<file path="src/ccc_pkg.sv">
// package: constants for the calendar counter clock
package ccc_pkg;
	localparam logic [3:0] WR_COUNT_BYTE_FIRST = 4'h0;
	localparam logic [3:0] WR_COUNT_BYTE_LAST  = 4'h3;
	localparam logic [3:0] WR_PRESCALER_A      = 4'h4;
	localparam logic [3:0] WR_PRESCALER_B      = 4'h5;
	localparam logic [3:0] WR_SECONDS          = 4'h6;
	localparam logic [3:0] WR_MINUTES          = 4'h7;
	localparam logic [3:0] WR_HOURS            = 4'h8;
	localparam logic [3:0] WR_DAY_OF_WEEK      = 4'h9;
	localparam logic [3:0] WR_DAY_OF_MONTH     = 4'ha;
	localparam logic [3:0] WR_MONTH            = 4'hb;
	localparam logic [3:0] WR_YEAR             = 4'hc;
	localparam logic [1:0] SRC_AUX             = 2'h0;
	localparam logic [1:0] SRC_SUB             = 2'h1;
	localparam logic [1:0] SRC_CASCADE         = 2'h2;
	localparam logic [1:0] SRC_PS_A            = 2'h3;
	localparam logic [2:0] CAL_A_DIVIDE        = 3'h7;
	localparam logic [2:0] CAL_B_DIVIDE        = 3'h6;
	localparam logic [7:0] RST_COUNT_BYTE      = 8'h00;
	localparam logic [7:0] RST_DAY_MONTH       = 8'h01;
	localparam logic [15:0] RST_YEAR           = 16'h0000;
	localparam logic [14:0] KEEPOUT_START      = 15'h7f80;
	localparam logic [14:0] KEEPOUT_END        = 15'h007f;
	localparam logic [7:0] MAX_SECONDS         = 8'd59;
	localparam logic [7:0] MAX_HOURS           = 8'd23;
	localparam logic [7:0] MAX_DAY_OF_WEEK     = 8'd6;
	localparam logic [7:0] MAX_MONTH           = 8'd12;
	localparam logic [11:0] MAX_YEAR_BIN       = 12'hfff;
endpackage : ccc_pkg

</file>
<file path="src/ccc_ps_if.sv">
// interface: control and count of one prescaler stage
`timescale 1ns/10ps
`default_nettype none
interface ccc_ps_if;
	logic       tick_in;
	logic       halt;
	logic       clr;
	logic       wr;
	logic [7:0] wdata;
	logic [2:0] div;
	logic [7:0] count;
	logic       tick_out;
	modport ps  (input tick_in, halt, clr, wr, wdata, div, output count, tick_out);
	modport ctl (output tick_in, halt, clr, wr, wdata, div, input count, tick_out);
endinterface : ccc_ps_if
`default_nettype wire

</file>
<file path="src/ccc_prescaler.sv">
// module: one 8-bit prescaler stage with selectable divide tap
`timescale 1ns/10ps
`default_nettype none
module ccc_prescaler
	import ccc_pkg::*;
(
	input  wire logic i_clk,
	input  wire logic i_nrst,
	ccc_ps_if.ps      ps
);
	logic [7:0] cnt_q;
	logic [7:0] cnt_d;
	logic [7:0] tap_mask;
	logic       adv;

	// divide by two to the power div+1
	assign tap_mask    = 8'((16'h2 << ps.div) - 16'h1); // RULE4
	assign adv         = ps.tick_in && !ps.halt && !ps.clr && !ps.wr; // RULE10
	assign ps.tick_out = adv && (&(cnt_q | ~tap_mask)); // RULE4
	assign ps.count    = cnt_q;

	always_comb begin
		cnt_d = cnt_q;
		if (ps.clr) begin
			cnt_d = RST_COUNT_BYTE;
		end else if (ps.wr) begin
			cnt_d = ps.wdata; // RULE8
		end else if (adv) begin
			cnt_d = cnt_q + 8'h1; // RULE23
		end
	end

	always_ff @(posedge i_clk) begin
		if (!i_nrst) begin
			cnt_q <= RST_COUNT_BYTE;
		end else begin
			cnt_q <= cnt_d;
		end
	end
endmodule : ccc_prescaler
`default_nettype wire

</file>
<file path="src/ccc_top.sv">
// module: calendar and 32-bit counter clock top
`timescale 1ns/10ps
`default_nettype none
// Summary of operation
// RULE1: calendar select picks calendar or 32-bit counter
// RULE2: calendar to counter clears bytes and prescalers
// RULE3: counter source aux, subsystem or prescaled clock
// RULE4: prescaler taps divide by 2 through 256
// RULE5: prescaler a may feed b, cascade feeds counter
// RULE6: four cascaded bytes, event selects overflow width
// RULE7: interrupt request only when event enable set
// RULE8: bytes and prescalers writable, effect immediate
// RULE9: prescalers independent or cascaded sixteen bit
// RULE10: own halt stops prescaler, a halts cascade
// RULE11: counter halt depends on chosen source path
// RULE12: software reads stopped counts or majority votes
// RULE13: calendar keeps seconds to year, BCD or binary
// RULE14: every fourth year is a leap year
// RULE15: calendar prescalers give 256 then 128 divide
// RULE16: entering calendar clears time, day month one
// RULE17: format change clears time, day month one
// RULE18: software picks format before loading time
// RULE19: calendar ignores source, divide and halt selects
// RULE20: main halt stops calendar and both prescalers
// RULE21: software initialises registers before use
// RULE22: read valid clear around each second update
// RULE23: stages advance per source edge, carry wrap
module ccc_top
	import ccc_pkg::*;
(
	input  wire logic        i_clk,
	input  wire logic        i_nrst,
	input  wire logic        i_aux_clk,
	input  wire logic        i_subsystem_clock,
	input  wire logic        i_calendar_select,
	input  wire logic        i_bcd_format_select,
	input  wire logic        i_main_count_halt,
	input  wire logic        i_prescaler_a_halt,
	input  wire logic        i_prescaler_b_halt,
	input  wire logic        i_prescaler_a_source,
	input  wire logic [1:0]  i_prescaler_b_source,
	input  wire logic [2:0]  i_prescaler_a_divide,
	input  wire logic [2:0]  i_prescaler_b_divide,
	input  wire logic [1:0]  i_counter_source_select,
	input  wire logic [1:0]  i_overflow_event_select,
	input  wire logic        i_overflow_event_irq_enable,
	input  wire logic        i_wr_en,
	input  wire logic [3:0]  i_wr_sel,
	input  wire logic [15:0] i_wr_data,
	output logic      [31:0] o_count,
	output logic      [7:0]  o_prescaler_stage_a,
	output logic      [7:0]  o_prescaler_stage_b,
	output logic      [7:0]  o_seconds,
	output logic      [7:0]  o_minutes,
	output logic      [7:0]  o_hours,
	output logic      [7:0]  o_day_of_week,
	output logic      [7:0]  o_day_of_month,
	output logic      [7:0]  o_month,
	output logic      [15:0] o_year,
	output logic             o_overflow_event,
	output logic             o_irq,
	output logic             o_time_read_valid
);
	ccc_ps_if ps_a_if ();
	ccc_ps_if ps_b_if ();
	logic        aux_prev_q, sub_prev_q, cal_prev_q, bcd_prev_q;
	logic        to_counter, to_calendar, fmt_change, clr_cal, clr_ps;
	logic        cascade, cnt_halt, cnt_inc;
	logic [31:0] cnt_q, cnt_d;
	logic [3:0]  ovf;
	logic [4:0]  carry;
	logic [7:0]  sec_q, min_q, hour_q, dow_q, day_q, mon_q;
	logic [7:0]  sec_d, min_d, hour_d, dow_d, day_d, mon_d, mon_bin;
	logic [15:0] year_q, year_d;
	logic        aux_rise, sub_rise, sec_tick, leap;
	logic [14:0] phase;
	logic        evt_q, evt_d, irq_q, irq_d, rdy_q, rdy_d;
	function automatic logic [7:0] fmt(input logic [7:0] v, input logic bcd);
		return bcd ? {4'(v / 8'd10), 4'(v % 8'd10)} : v;
	endfunction : fmt
	function automatic logic [7:0] inc8(input logic [7:0] v, input logic bcd);
		return (bcd && v[3:0] == 4'h9) ? {v[7:4] + 4'h1, 4'h0} : v + 8'h1;
	endfunction : inc8
	function automatic logic [15:0] inc_year(input logic [15:0] y, input logic bcd);
		logic [15:0] r;
		logic        c;
		r = y;
		c = 1'b1;
		for (int i = 0; i < 4; i++) begin
			if (c) begin
				c         = (r[i*4+:4] == 4'h9);
				r[i*4+:4] = c ? 4'h0 : r[i*4+:4] + 4'h1;
			end
		end
		return bcd ? r : {4'h0, y[11:0] + 12'h1};
	endfunction : inc_year
	function automatic logic [7:0] days_in(input logic [7:0] m, input logic lp);
		unique case (m)
			8'd2:                     return lp ? 8'd29 : 8'd28;
			8'd4, 8'd6, 8'd9, 8'd11:  return 8'd30;
			default:                  return 8'd31;
		endcase
	endfunction : days_in
	// source edges and mode change detection
	assign aux_rise    = i_aux_clk && !aux_prev_q; // RULE23
	assign sub_rise    = i_subsystem_clock && !sub_prev_q;
	assign to_counter  = !i_calendar_select && cal_prev_q; // RULE2
	assign to_calendar = i_calendar_select && !cal_prev_q; // RULE16
	assign fmt_change  = i_calendar_select && (i_bcd_format_select != bcd_prev_q); // RULE17
	assign clr_cal     = to_calendar || fmt_change;
	assign clr_ps      = to_counter || clr_cal;
	assign cascade     = (i_prescaler_b_source == SRC_CASCADE); // RULE9
	// prescaler steering: calendar mode overrides all selects
	always_comb begin
		ps_a_if.clr   = clr_ps;
		ps_b_if.clr   = clr_ps;
		ps_a_if.wr    = i_wr_en && i_wr_sel == WR_PRESCALER_A; // RULE8
		ps_b_if.wr    = i_wr_en && i_wr_sel == WR_PRESCALER_B; // RULE8
		ps_a_if.wdata = i_wr_data[7:0];
		ps_b_if.wdata = i_wr_data[7:0];
		if (i_calendar_select) begin
			ps_a_if.tick_in = aux_rise; // RULE15 RULE19
			ps_a_if.div     = CAL_A_DIVIDE; // RULE15
			ps_a_if.halt    = i_main_count_halt; // RULE20
			ps_b_if.tick_in = ps_a_if.tick_out; // RULE15
			ps_b_if.div     = CAL_B_DIVIDE; // RULE15
			ps_b_if.halt    = i_main_count_halt; // RULE20
		end else begin
			ps_a_if.tick_in = i_prescaler_a_source ? sub_rise : aux_rise; // RULE3
			ps_a_if.div     = i_prescaler_a_divide; // RULE4
			ps_a_if.halt    = i_prescaler_a_halt; // RULE10
			ps_b_if.div     = i_prescaler_b_divide; // RULE4
			ps_b_if.halt    = i_prescaler_b_halt || (cascade && i_prescaler_a_halt); // RULE10
			unique case (i_prescaler_b_source)
				SRC_AUX:     ps_b_if.tick_in = aux_rise;
				SRC_CASCADE: ps_b_if.tick_in = ps_a_if.tick_out; // RULE5
				default:     ps_b_if.tick_in = sub_rise; // RULE3
			endcase
		end
	end
	ccc_prescaler u_ps_a (
		.i_clk  (i_clk),
		.i_nrst (i_nrst),
		.ps     (ps_a_if.ps)
	);
	ccc_prescaler u_ps_b (
		.i_clk  (i_clk),
		.i_nrst (i_nrst),
		.ps     (ps_b_if.ps)
	);
	// counter source and halt paths
	always_comb begin
		cnt_halt = i_main_count_halt; // RULE11
		unique case (i_counter_source_select)
			SRC_AUX:     cnt_inc = aux_rise; // RULE3
			SRC_SUB:     cnt_inc = sub_rise; // RULE3
			SRC_CASCADE: begin
				cnt_inc  = ps_b_if.tick_out; // RULE5
				cnt_halt = i_main_count_halt || ps_b_if.halt; // RULE11
			end
			SRC_PS_A:    begin
				cnt_inc  = ps_a_if.tick_out; // RULE3
				cnt_halt = i_main_count_halt || i_prescaler_a_halt; // RULE11
			end
		endcase
	end
	assign carry[0] = cnt_inc && !cnt_halt && !i_calendar_select && !to_counter; // RULE1
	// four cascaded byte counters
	generate
		for (genvar g = 0; g < 4; g++) begin : g_byte
			assign ovf[g]     = carry[g] && cnt_q[g*8+:8] == 8'hff; // RULE6
			assign carry[g+1] = ovf[g];
			always_comb begin
				cnt_d[g*8+:8] = cnt_q[g*8+:8];
				if (to_counter) begin
					cnt_d[g*8+:8] = RST_COUNT_BYTE; // RULE2
				end else if (i_wr_en && i_wr_sel == WR_COUNT_BYTE_FIRST + 4'(g)) begin
					cnt_d[g*8+:8] = i_wr_data[7:0]; // RULE8
				end else if (carry[g]) begin
					cnt_d[g*8+:8] = cnt_q[g*8+:8] + 8'h1; // RULE23
				end
			end
		end
	endgenerate
	// event, request and read valid
	assign phase = {ps_b_if.count[6:0], ps_a_if.count};
	always_comb begin
		evt_d = ovf[i_overflow_event_select]; // RULE6
		irq_d = evt_d && i_overflow_event_irq_enable; // RULE7
		rdy_d = i_calendar_select && !clr_ps
			&& phase < KEEPOUT_START && phase > KEEPOUT_END; // RULE22
	end
	// calendar
	assign sec_tick = i_calendar_select && ps_b_if.tick_out && !clr_cal; // RULE15 RULE22
	assign mon_bin  = i_bcd_format_select ? ({4'h0, mon_q[7:4]} * 8'd10 + {4'h0, mon_q[3:0]})
		: mon_q;
	assign leap     = (year_q[1:0] + {i_bcd_format_select && year_q[4], 1'b0}) == 2'b00; // RULE14
	always_comb begin
		sec_d  = sec_q;
		min_d  = min_q;
		hour_d = hour_q;
		dow_d  = dow_q;
		day_d  = day_q;
		mon_d  = mon_q;
		year_d = year_q;
		if (clr_cal) begin
			sec_d  = RST_COUNT_BYTE; // RULE16 RULE17
			min_d  = RST_COUNT_BYTE;
			hour_d = RST_COUNT_BYTE;
			dow_d  = RST_COUNT_BYTE;
			day_d  = RST_DAY_MONTH;
			mon_d  = RST_DAY_MONTH;
			year_d = RST_YEAR;
		end else if (i_wr_en) begin
			unique case (i_wr_sel)
				WR_SECONDS:      sec_d  = i_wr_data[7:0];
				WR_MINUTES:      min_d  = i_wr_data[7:0];
				WR_HOURS:        hour_d = i_wr_data[7:0];
				WR_DAY_OF_WEEK:  dow_d  = i_wr_data[7:0];
				WR_DAY_OF_MONTH: day_d  = i_wr_data[7:0];
				WR_MONTH:        mon_d  = i_wr_data[7:0];
				WR_YEAR:         year_d = i_wr_data;
				default:         sec_d  = sec_q;
			endcase
		end else if (sec_tick) begin
			sec_d = inc8(sec_q, i_bcd_format_select); // RULE13
			if (sec_q == fmt(MAX_SECONDS, i_bcd_format_select)) begin
				sec_d = RST_COUNT_BYTE;
				min_d = inc8(min_q, i_bcd_format_select);
				if (min_q == fmt(MAX_SECONDS, i_bcd_format_select)) begin
					min_d  = RST_COUNT_BYTE;
					hour_d = inc8(hour_q, i_bcd_format_select);
					if (hour_q == fmt(MAX_HOURS, i_bcd_format_select)) begin
						hour_d = RST_COUNT_BYTE;
						dow_d  = (dow_q == MAX_DAY_OF_WEEK) ? RST_COUNT_BYTE : dow_q + 8'h1;
						day_d  = inc8(day_q, i_bcd_format_select);
						if (day_q == fmt(days_in(mon_bin, leap), i_bcd_format_select)) begin
							day_d = RST_DAY_MONTH; // RULE14
							mon_d = inc8(mon_q, i_bcd_format_select);
							if (mon_q == fmt(MAX_MONTH, i_bcd_format_select)) begin
								mon_d  = RST_DAY_MONTH;
								year_d = inc_year(year_q, i_bcd_format_select);
							end
						end
					end
				end
			end
		end
	end
	always_ff @(posedge i_clk) begin
		if (!i_nrst) begin
			aux_prev_q <= 1'b0;
			sub_prev_q <= 1'b0;
			cal_prev_q <= 1'b0;
			bcd_prev_q <= 1'b0;
			cnt_q      <= {4{RST_COUNT_BYTE}};
			evt_q      <= 1'b0;
			irq_q      <= 1'b0;
			rdy_q      <= 1'b0;
			sec_q      <= RST_COUNT_BYTE;
			min_q      <= RST_COUNT_BYTE;
			hour_q     <= RST_COUNT_BYTE;
			dow_q      <= RST_COUNT_BYTE;
			day_q      <= RST_DAY_MONTH;
			mon_q      <= RST_DAY_MONTH;
			year_q     <= RST_YEAR;
		end else begin
			aux_prev_q <= i_aux_clk;
			sub_prev_q <= i_subsystem_clock;
			cal_prev_q <= i_calendar_select;
			bcd_prev_q <= i_bcd_format_select;
			cnt_q      <= cnt_d;
			evt_q      <= evt_d;
			irq_q      <= irq_d;
			rdy_q      <= rdy_d;
			sec_q      <= sec_d;
			min_q      <= min_d;
			hour_q     <= hour_d;
			dow_q      <= dow_d;
			day_q      <= day_d;
			mon_q      <= mon_d;
			year_q     <= year_d;
		end
	end
	assign o_count             = cnt_q;
	assign o_prescaler_stage_a = ps_a_if.count;
	assign o_prescaler_stage_b = ps_b_if.count;
	assign o_seconds           = sec_q;
	assign o_minutes           = min_q;
	assign o_hours             = hour_q;
	assign o_day_of_week       = dow_q;
	assign o_day_of_month      = day_q;
	assign o_month             = mon_q;
	assign o_year              = year_q;
	assign o_overflow_event    = evt_q;
	assign o_irq               = irq_q;
	assign o_time_read_valid   = rdy_q;
endmodule : ccc_top
`default_nettype wire

</file>
<file path="config.mk">
export PLATFORM = sky130hd
export DESIGN_NAME = ccc_top
export DESIGN_NICKNAME = d
export VERILOG_FILES = /design/src/ccc_pkg.sv /design/src/ccc_ps_if.sv /design/src/ccc_prescaler.sv /design/src/ccc_top.sv
export SDC_FILE = /design/constraint.sdc
export NUM_CORES = 1
export LEC_CHECK = 0
export BUFFER_PORTS_ARGS = -buffer_cell sky130_fd_sc_hd__buf_2
export CORE_MARGIN = 10
export CORE_UTILIZATION = 40
export DETAILED_ROUTE_END_ITERATION = 10
export GPL_ROUTABILITY_DRIVEN = 1
export HOLD_SLACK_MARGIN = 0.03
export SYNTH_ARGS = -nofsm -noshare
export SYNTH_HDL_FRONTEND = slang
export SYNTH_HIERARCHICAL = 1
export SYNTH_SLANG_ARGS = --single-unit
</file>
<file path="constraint.sdc">
create_clock -name i_clk -period 6.98 [get_ports i_clk]
set_input_delay 0.349 -clock i_clk [delete_from_list [all_inputs] [get_ports i_clk]]
set_output_delay 0.349 -clock i_clk [all_outputs]
set_load 0.05 [all_outputs]
</file>
==> results of run 1 <==
[metal layers]
metal / GRT usage / wire (um)
met1: 0.269 / 13100
met2: 0.319 / 12800
met3: 0.0416 / 1530
met4: 0.0475 / 248
met5: 0 / 0
[power groups by stage]
stage | combinational (mW) | sequential, mW | clock, mW
2_1_floorplan | 0.0950 | 0.729 | 0
3_3_place_gp | 0.175 | 0.711 | 0
3_5_place_dp | 0.175 | 0.711 | 0
4_1_cts | 0.177 | 0.696 | 0.923
5_1_grt | 0.193 | 0.697 | 0.960
6_report | 0.178 | 0.697 | 0.910
[cell usage after synthesis, types with 4 or more instances]
library cell	instances
a311oi_1	6
a21oi_1	63
o21ai_0	95
nand4_1	23
xnor2_1	32
a21o_1	6
o211ai_1	10
nor3_1	26
a211oi_1	40
a21boi_0	4
inv_1	32
and2_1	20
xor2_1	20
a31oi_1	8
nor2b_1	12
o21a_1	4
dfxtp_1	119
or3_1	9
mux2i_1	13
nand2_1	127
nor4_1	11
ha_1	36
clkbuf_1	50
a31o_2	4
o22ai_1	5
and3_1	16
nand3b_1	7
and4_1	4
nor3b_1	6
o31ai_1	10
nand2b_1	17
a22oi_1	17
nor2_1	110
nand4b_1	7
nor4bb_1	7
nand3_1	39
or2_2	9
[cells by family after synthesis]
| family | after synthesis | synth area share |
|---|---|---|
| AND/OR/NAND/NOR | 473 | 0.294 |
| adder cells (fa/ha/maj) | 38 | 0.0585 |
| buffers and inverters | 88 | 0.0415 |
| AO/OA/AOI/OAI | 318 | 0.250 |
| XOR/XNOR | 52 | 0.0543 |
| flip-flops | 119 | 0.284 |
| multiplexers | 15 | 0.0182 |
[state kept, by name, indices dropped and copies added, names as in the netlist]
signal / flops
o_time_read_valid: 1
o_hours: 8
u_ps_b/ps.count: 8
o_day_of_month: 8
aux_prev_q: 1
o_irq: 1
o_seconds: 8
o_overflow_event: 1
cal_prev_q: 1
u_ps_a/ps.count: 8
sub_prev_q: 1
o_count: 32
o_day_of_week: 8
o_month: 8
o_minutes: 8
o_year: 16
bcd_prev_q: 1
[stage by stage]
stage / power, mW / setup WS, ns / instances / hold slack (ns) / instance area [um2]
CTS: 1.80 / 1.30 / 1515 / 0.128 / 9950
floorplan: 0.824 / 1.70 / 1103 / 0.471 / 8390
global route: 1.85 / 0.609 / 1516 / 0.130 / 9950
global placement: 0.887 / 1.31 / 1483 / 0.493 / 9350
finish: 1.78 / 1.25 / 1516 / 0.135 / 9950
detailed placement: 0.887 / 1.08 / 1483 / 0.498 / 9350
[how the worst max path moves through the flow]
stage	start	endpoint	slack [ns]	cells past startpoint
global placement	i_calendar_select	o_year[14]	1.31	19
floorplan	i_calendar_select	o_count[23]	1.70	23
finish	bcd_prev_q	o_year[14]	1.25	19
CTS	bcd_prev_q	o_year[14]	1.30	19
detailed placement	i_bcd_format_select	o_year[14]	1.08	20
global route	bcd_prev_q	o_year[14]	0.61	19
[critical path: cells and delay by family, from the launching register on]
family / cells / cell delay (ns)
xor gates and xnor gates: 1 / 0.22
and+or+nand+nor: 7 / 2.47
DFF: 1 / 0.31
muxes: 1 / 0.36
AOI/OAI and AO/OA: 10 / 2.27
[cell type report]
class / instances / share of cell area
multi-input cells: 896 / 0.569
flip-flops and latches: 119 / 0.239
repair buffers: 165 / 0.0847
clock buffers: 17 / 0.0427
well taps: 270 / 0.0339
clock inverters: 15 / 0.0180
inverters: 33 / 0.0124
diodes: 1 / 0.000251
==> metrics, run 1 <==
fin crit period 5.73 ns; vias in the first global route 7,923; gr ovfl total 0; share of the synthesized area in the top cell type 0.284; post-synth top area cell dfxtp_1; Final nets 1,314; clock root cell clkbuf_16; combinational fraction of design power 0.100; clock power share 0.510; sequential-to-total area share from yosys stat 0.284; Main synth FF type dfxtp_1; core area 20,400 um2; Post-synth EDFFs 0; r2r setup slk 1.25 ns; sequential cell area 2380 um2; Sw Ratio 0.272; CP Max Fanout 12; Area contributors post-synth dfxtp_1 28%, nand2_1 5.7%, o21ai_0 5.7%; worst slew pin tran 0.955 ns; CTS tree built; Cells on Worst Hold Path 2; final setup fails 0; first-iteration detailed-routing DRC count 682; synth unique cells 84; Arr. time, crit path 6.06 ns; Wirelength per Cell 18.2 um; Int Power 1.30 mW; RSZ-0062 raised after global routing false; Worst Skew 0.00888 ns; largest net degree at the start of global routing 51; Die Y 165 um; Tcrit/Tclk final 0.821; Sink Count 119; YS warnings 6; final wirelength 27,600 um; worst skew pair latency 0.42 ns; Static Leakage 3.90 nW; dpl hpwl 19,700 um; Die X 165 um; # port buffers 158; row cnt 52; Clock transition at path regs 0.06 ns; Async S/R FF share, synth 0; final core utilization 0.487; Worst R2R Start bcd_prev_q; RR Endpoint o_year[14]; Crit path required time 7.31 ns; area of the multi-input gates 5660 um2; initial antenna violation count 1; io pins 159; Synth Net Count 1,185; H-tree depth 4; Avg Vias per Cell 5.73; CP Launch Type flip-flop; # fillers 2,086; total negative slack 0 ns; layout cells sized above 1 0.186; area of the mapped netlist 8390 um2; status finished clean; worst hold path startpoint i_overflow_event_irq_enable; commonest non-fill, non-tap cell in the layout buf_2; Worst Hold Endpoint o_irq; post-CTS setup buffer count 0; CTS Hold Bufs 0; commonest non-fill, non-tap cells in the layout 158 x buf_2, 127 x nand2_1, 119 x dfxtp_1, 110 x nor2_1, 95 x o21ai_0; P&R area growth vs syn 18.7%; Fmax achieved 174 MHz; die area 27,200 um2; critical path's slowest cell nor2b_1; R2R depth 19; total track usage 0.200; CTS Buffer Depth 2; Hold Path Class input port to flip-flop; initial core utilization 0.411; Final Hold Viols 0; Pwr Density 179 nW/um2; critical path cell sequence xnor2_1, nand2_1, mux2_2, nor3b_2, o2111ai_1, a31o_1, a2111oi_2, o21ai_0, o21ai_0, nor3b_2, o2111ai_1, a31o_1, a2111oi_2, nand4_1, nand2_1, and4_1, nor2b_1, o21ai_1, o32ai_1; slew margin rel. 0.361; GP Congestion 0.868; first-pass GRT wire length 43,600 um; WS Path Type flip-flop to flip-flop; Setup crit end kind flip-flop; Crit path largest cell delay 0.68 ns; Mapped Avg Cell Area 7.60 um2; drt first pass iters 5; Seq pwr share 0.390; Max IR drop VDD 149 uV; Residual DRC 0; Detail Route Antenna Nets 0; flops & latches, synth 119; cts repair resizes 0; number of max-cap violations 0; max-slew violations 0; total number of vias 8,688; Psw 0.485 mW; TritonCTS buffer count 17; Cells after Synth 1,103
(Power assumes the default switching activity.)
==> run 2: changes to the inputs <==
- clock period: 6.98 -> 4.7 ns (I/O delays scaled with it)
==> run 2 against run 1 <==
Net effect:
- sequential power up 49%
- clock skew grew 0.0019 ns
- utilization grew 2.4 points
- wire length is 5.0% higher
==> metrics, run 2 (same netlist as run 1, synthesis figures left out) <==
status finished clean; CTS Buffer Depth 2; row cnt 52; final setup fails 0; metal2 WL 13,200 um; Tcrit/Tclk final 0.940; TritonCTS buffer count 17; total number of vias 8,877; commonest non-fill, non-tap cell in the layout buf_2; first-pass GRT wire length 45,300 um; die area 27,200 um2; commonest non-fill, non-tap cells in the layout 158 x buf_2, 126 x nand2_1, 119 x dfxtp_1, 108 x nor2_1, 92 x o21ai_0; Sink Count 119; clock root cell clkbuf_16; worst skew pair latency 0.43 ns; number of max-cap violations 0; Crit path required time 5.03 ns; CP Launch Type flip-flop; layout cells sized above 1 0.219; CP bufs+invs 3; Crit path largest cell delay 0.34 ns; Die X 165 um; critical path's slowest cell dfxtp_1; total track usage 0.207; final wirelength 29,000 um; drt first pass iters 6; initial core utilization 0.411; Largest register FFs 32; first-iteration detailed-routing DRC count 720; Pwr Total 2.78 mW; crit path from bcd_prev_q; Setup crit end kind flip-flop; Residual DRC 0; Static Leakage 4.15 nW; critical path cell sequence xnor2_2, nand2_1, mux2_2, nor3b_4, o2111ai_1, a31o_1, a2111oi_4, o21ai_1, o21ai_1, nor3b_4, o2111ai_1, a31o_1, a2111oi_4, buf_4, inv_1, o311ai_4, nand4_2, or2_4, buf_4, xor2_1, a211oi_1; # port buffers 158; io pins 159; WL met3 1800 um; max layer used met4; Wirelength per Cell 18.7 um; CTS tree built; Die Y 165 um; Setup Slack @ Placement -0.135 ns; largest net degree at the start of global routing 51; Detail Route Antenna Nets 0; core area 20,400 um2; dpl hpwl 20,500 um; H-tree depth 4; Arr. time, crit path 4.75 ns; WS Path Type flip-flop to flip-flop; fin crit period 4.42 ns; Final nets 1,348; Pwr Density 266 nW/um2; gr ovfl total 0; max-slew violations 0; initial antenna violation count 1; Fmax achieved 226 MHz; GP Congestion 0.867; Final WS setup 0.282 ns; Clock transition at path regs 0.06 ns; Avg Vias per Cell 5.73; Met1 Wirelength 13,500 um; CP Max Fanout 4; worst hold path startpoint i_aux_clk; P&R area growth vs syn 24.4%; critical path's top delay family compound AO/OA/AOI/OAI gates; worst slew pin tran 0.805 ns; vias in the first global route 8,162; Hold Path Class input port to flip-flop; Max IR drop VDD 243 uV; Worst R2R Start bcd_prev_q; Final Hold Viols 0; slew margin rel. 0.462; Worst Skew 0.0107 ns
[run 2: changes by cell type in the layout (fill, tap and decap cells not counted), moves of 3 or more]
cell	delta
o21ai_0	-3
o21ai_1	+3
buf_4	+30
nor3_1	-3
[run 2: what timing repair did]
action	in CTS	in global routing
setup endpoints to repair	1	80
setup buffers	1	0
pin swaps	1	5
hold buffers	2	0
gates resized for setup	1	15
endpoints found under the hold margin	2	0
[run 2: where the power goes]
part | internal (mW) | switching (mW)
clock | 0.966 | 0.493
sequential | 1.02 | 0.0155
combinational | 0.0874 | 0.199
[run 2: cell type report]
type | instances | area, um2
Timing Repair Buffer | 199 | 1120
Inverter | 33 | 124
Clock inverter | 12 | 199
Antenna cell | 1 | 2.50
Tap cell | 270 | 338
Multi-Input combinational cell | 896 | 5810
Clock buffer | 20 | 457
Sequential cell | 119 | 2380
Fill cell | 2052 | 9990
[run 2: final timing paths]
check / end / slack (ns) / cells past startpoint
max: o_count[16] / 0.28 / 21
min: aux_prev_q / 0.07 / 2
max reg2reg: o_count[16] / 0.28 / 21
min reg2reg: o_year[15] / 0.51 / 2
[run 2: stage by stage]
| step | cells | hold slack [ns] | utilization | setup TNS (ns) | area, um2 |
|---|---|---|---|---|---|
| detailed placement | 1514 | 0.450 | 0.473 | -1.66 | 9660 |
| global placement | 1514 | 0.438 | 0.473 | -0.0574 | 9660 |
| finish | 1550 | 0.0685 | 0.511 | 0 | 10400 |
| global route | 1550 | 0.0620 | 0.511 | -0.169 | 10400 |
| CTS | 1549 | 0.0507 | 0.507 | 0 | 10400 |
| floorplan | 1103 | 0.357 | - | -0.579 | 8510 |
[run 2: per-layer routing]
metal,global-route usage,vias to the layer above
met1,0.279,4222
met4,0.0600,0
li1,-,4392
met2,0.324,226
met3,0.0475,37
met5,0,-
==> run 3: changes to the inputs <==
- ABC_AREA: default -> 1
==> run 3 against run 2 <==
Net effect:
- setup slack improved by 0.40 ns
- clock power decreased by 15%
- sequential cell count unchanged
- largest power group unchanged
- cell area grew 0.28%
- worst hold slack improved by 0.054 ns
- non-clock buffer count decreased by 29
==> metrics, run 3 <==
Fmax achieved 249 MHz; vias in the first global route 9,224; Residual DRC 0; synth unique cells 56; Area contributors post-synth dfxtp_1 27%, nand2_1 13%, nand3_1 7.9%; post-synth top area cell dfxtp_1; WS Path Type flip-flop to flip-flop; commonest non-fill, non-tap cell in the layout nand2_1; Seq pwr share 0.398; count leader, synth nand2_1; largest net degree at the start of global routing 33; Pwr Total 2.63 mW; area of the multi-input gates 5570 um2; die area 28,400 um2; Arr. time, crit path 4.35 ns; CP bufs+invs 2; Post-synth EDFFs 0; Cells after Synth 1,381; TritonCTS buffer count 17; crit path from cal_prev_q; row cnt 54; CP Launch Type flip-flop; Final nets 1,619; final core utilization 0.481; initial core utilization 0.406; first-pass GRT wire length 48,300 um; R2R depth 24; critical path's slowest cell dfxtp_1; Worst Skew 0.0138 ns; YS warnings 6; Main synth FF type dfxtp_1; Psw 0.814 mW; area of the mapped netlist 8820 um2; Pwr Density 251 nW/um2; worst skew pair latency 0.43 ns; drt first pass iters 5; final setup fails 0; RSZ-0062 raised after global routing false; layout cells sized above 1 0.165; CP Capture Point o_count[25]; H-tree depth 4; commonest non-fill, non-tap cells in the layout 301 x nand2_1, 181 x inv_1, 158 x buf_2, 139 x nand3_1, 127 x nor2_1; total negative slack 0 ns; Crit path largest cell delay 0.33 ns; combinational fraction of design power 0.128; clock power share 0.473; Final Hold Viols 0; critical path cell sequence inv_1, a21oi_1, o21ai_1, nand2_1, nand2_1, inv_1, nand4_1, nor2_1, nand3_1, nor2_1, a221oi_1, o21ai_0, nand4_1, nor2_1, nand3_1, nor2_1, nand3_1, nand3_1, nand3_2, nor2_4, nand3b_2, nand2_2, nand2_1, a21oi_1; Sw Ratio 0.310; critical path's top delay family simple AND/OR/NAND/NOR gates; initial antenna violation count 1; fin crit period 4.02 ns; Tcrit/Tclk final 0.855; GP Congestion 0.876; Largest register FFs 32; clock root cell clkbuf_16; core area 21,800 um2; io pins 159; Synth Net Count 1,463; Setup crit end kind flip-flop; Clock transition at path regs 0.06 ns; dpl hpwl 22,800 um; RR Endpoint o_count[25]; Worst R2R Start cal_prev_q; first-iteration detailed-routing DRC count 710; P&R area growth vs syn 18.6%; Static Leakage 4.73 nW; final wirelength 30,200 um; total number of vias 9,699; sequential-to-total area share from yosys stat 0.270; CTS tree built; Sink Count 119; Max IR drop VDD 256 uV; slew margin rel. 0.320; Mapped Avg Cell Area 6.39 um2; Avg Vias per Cell 5.30; gr ovfl total 0; max-slew violations 0; CP Max Fanout 10; Int Power 1.81 mW; worst slew pin tran 1.02 ns; sequential cell area 2380 um2; # fillers 2,329; Stages on worst setup path 24; # port buffers 158; Async S/R FF share, synth 0; Die Y 169 um; share of the synthesized area in the top cell type 0.270; Crit path required time 5.04 ns; status finished clean; Die X 169 um; synth cell count leaders 301 x nand2_1, 181 x inv_1, 139 x nand3_1, 127 x nor2_1, 119 x dfxtp_1; Wirelength per Cell 16.5 um; flops & latches, synth 119; Detail Route Antenna Nets 0; total track usage 0.207; r2r setup slk 0.68 ns; CTS Buffer Depth 2; number of max-cap violations 0; Hold Path Class input port to flip-flop
-- run 3: cell count changes in the layout (fill, tap and decap cells not counted), sizes merged, moves of 20 or more --
| cell | delta |
|---|---|
| inv | +163 |
| buf | -30 |
| a211oi | -32 |
| a21oi | +44 |
| a31oi | +25 |
| nand3 | +105 |
| and2 | -20 |
| nand2 | +182 |
| nor2 | +32 |
-- run 3: worst min-delay path: cells and delay by family --
family          cells  cell delay (ns)
buf+inv             2             0.15
simple gates        1             0.07
compound gates      1             0.06
-- run 3: area by class of cell --
cell class | instances | area share
clock inverter | 14 | 0.0109
multi-input combinational | 1039 | 0.532
antenna | 1 | 0.000239
clock buffer | 18 | 0.0420
tap | 280 | 0.0335
inverter | 190 | 0.0689
timing repair buffer | 170 | 0.0849
sequential | 119 | 0.228
-- run 3: repair_timing --
item,CTS,global route
setup buffers,0,0
gates resized for setup,0,0
hold buffers,3,0
endpoints found under the hold margin,3,0
-- run 3: kinds of logic after synthesis --
logic type	Yosys count	synth area share
simple gates	669	0.345
compound gates	288	0.186
buf+inv	223	0.0995
flops	119	0.270
xor+xnor	42	0.0417
fa+ha+maj	38	0.0556
mux	2	0.00241
-- run 3: worst min path at each step --
stage | startpoint | end | slack [ns] | depth (start not counted)
after floorplan | i_aux_clk | aux_prev_q | 0.33 | 2
after global placement | i_subsystem_clock | sub_prev_q | 0.43 | 3
after detailed placement | i_subsystem_clock | sub_prev_q | 0.44 | 3
after CTS | i_overflow_event_select[1] | o_overflow_event | 0.11 | 4
after global routing | i_wr_data[3] | o_count[11] | 0.17 | 3
final | i_overflow_event_select[1] | o_overflow_event | 0.12 | 4
-- run 3: power groups by stage --
stage / clock (mW) / sequential, mW / combinational (mW)
detailed placement: 0 / 1.07 / 0.335
CTS: 1.26 / 1.05 / 0.338
global route: 1.30 / 1.05 / 0.373
floorplan: 0 / 1.11 / 0.180
global placement: 0 / 1.07 / 0.332
finish: 1.24 / 1.05 / 0.337
-- run 3: metrics by stage --
stage	cell area, um2	hold WS, ns	worst slack, ns	std cells
after floorplan	8820	0.328	1.10	1381
after global placement	9880	0.431	0.543	1795
after detailed placement	9880	0.440	0.331	1795
after CTS	10500	0.112	0.668	1830
after global routing	10500	0.167	0.0824	1830
final	10500	0.123	0.683	1831
-- run 3: metal layers --
layer / vias up / track usage / share of wire
met5: - / 0 / 0
met4: 0 / 0.0662 / 0.020
met3: 43 / 0.0595 / 0.073
met2: 282 / 0.339 / 0.47
met1: 4427 / 0.255 / 0.44
li1: 4947 / - / -
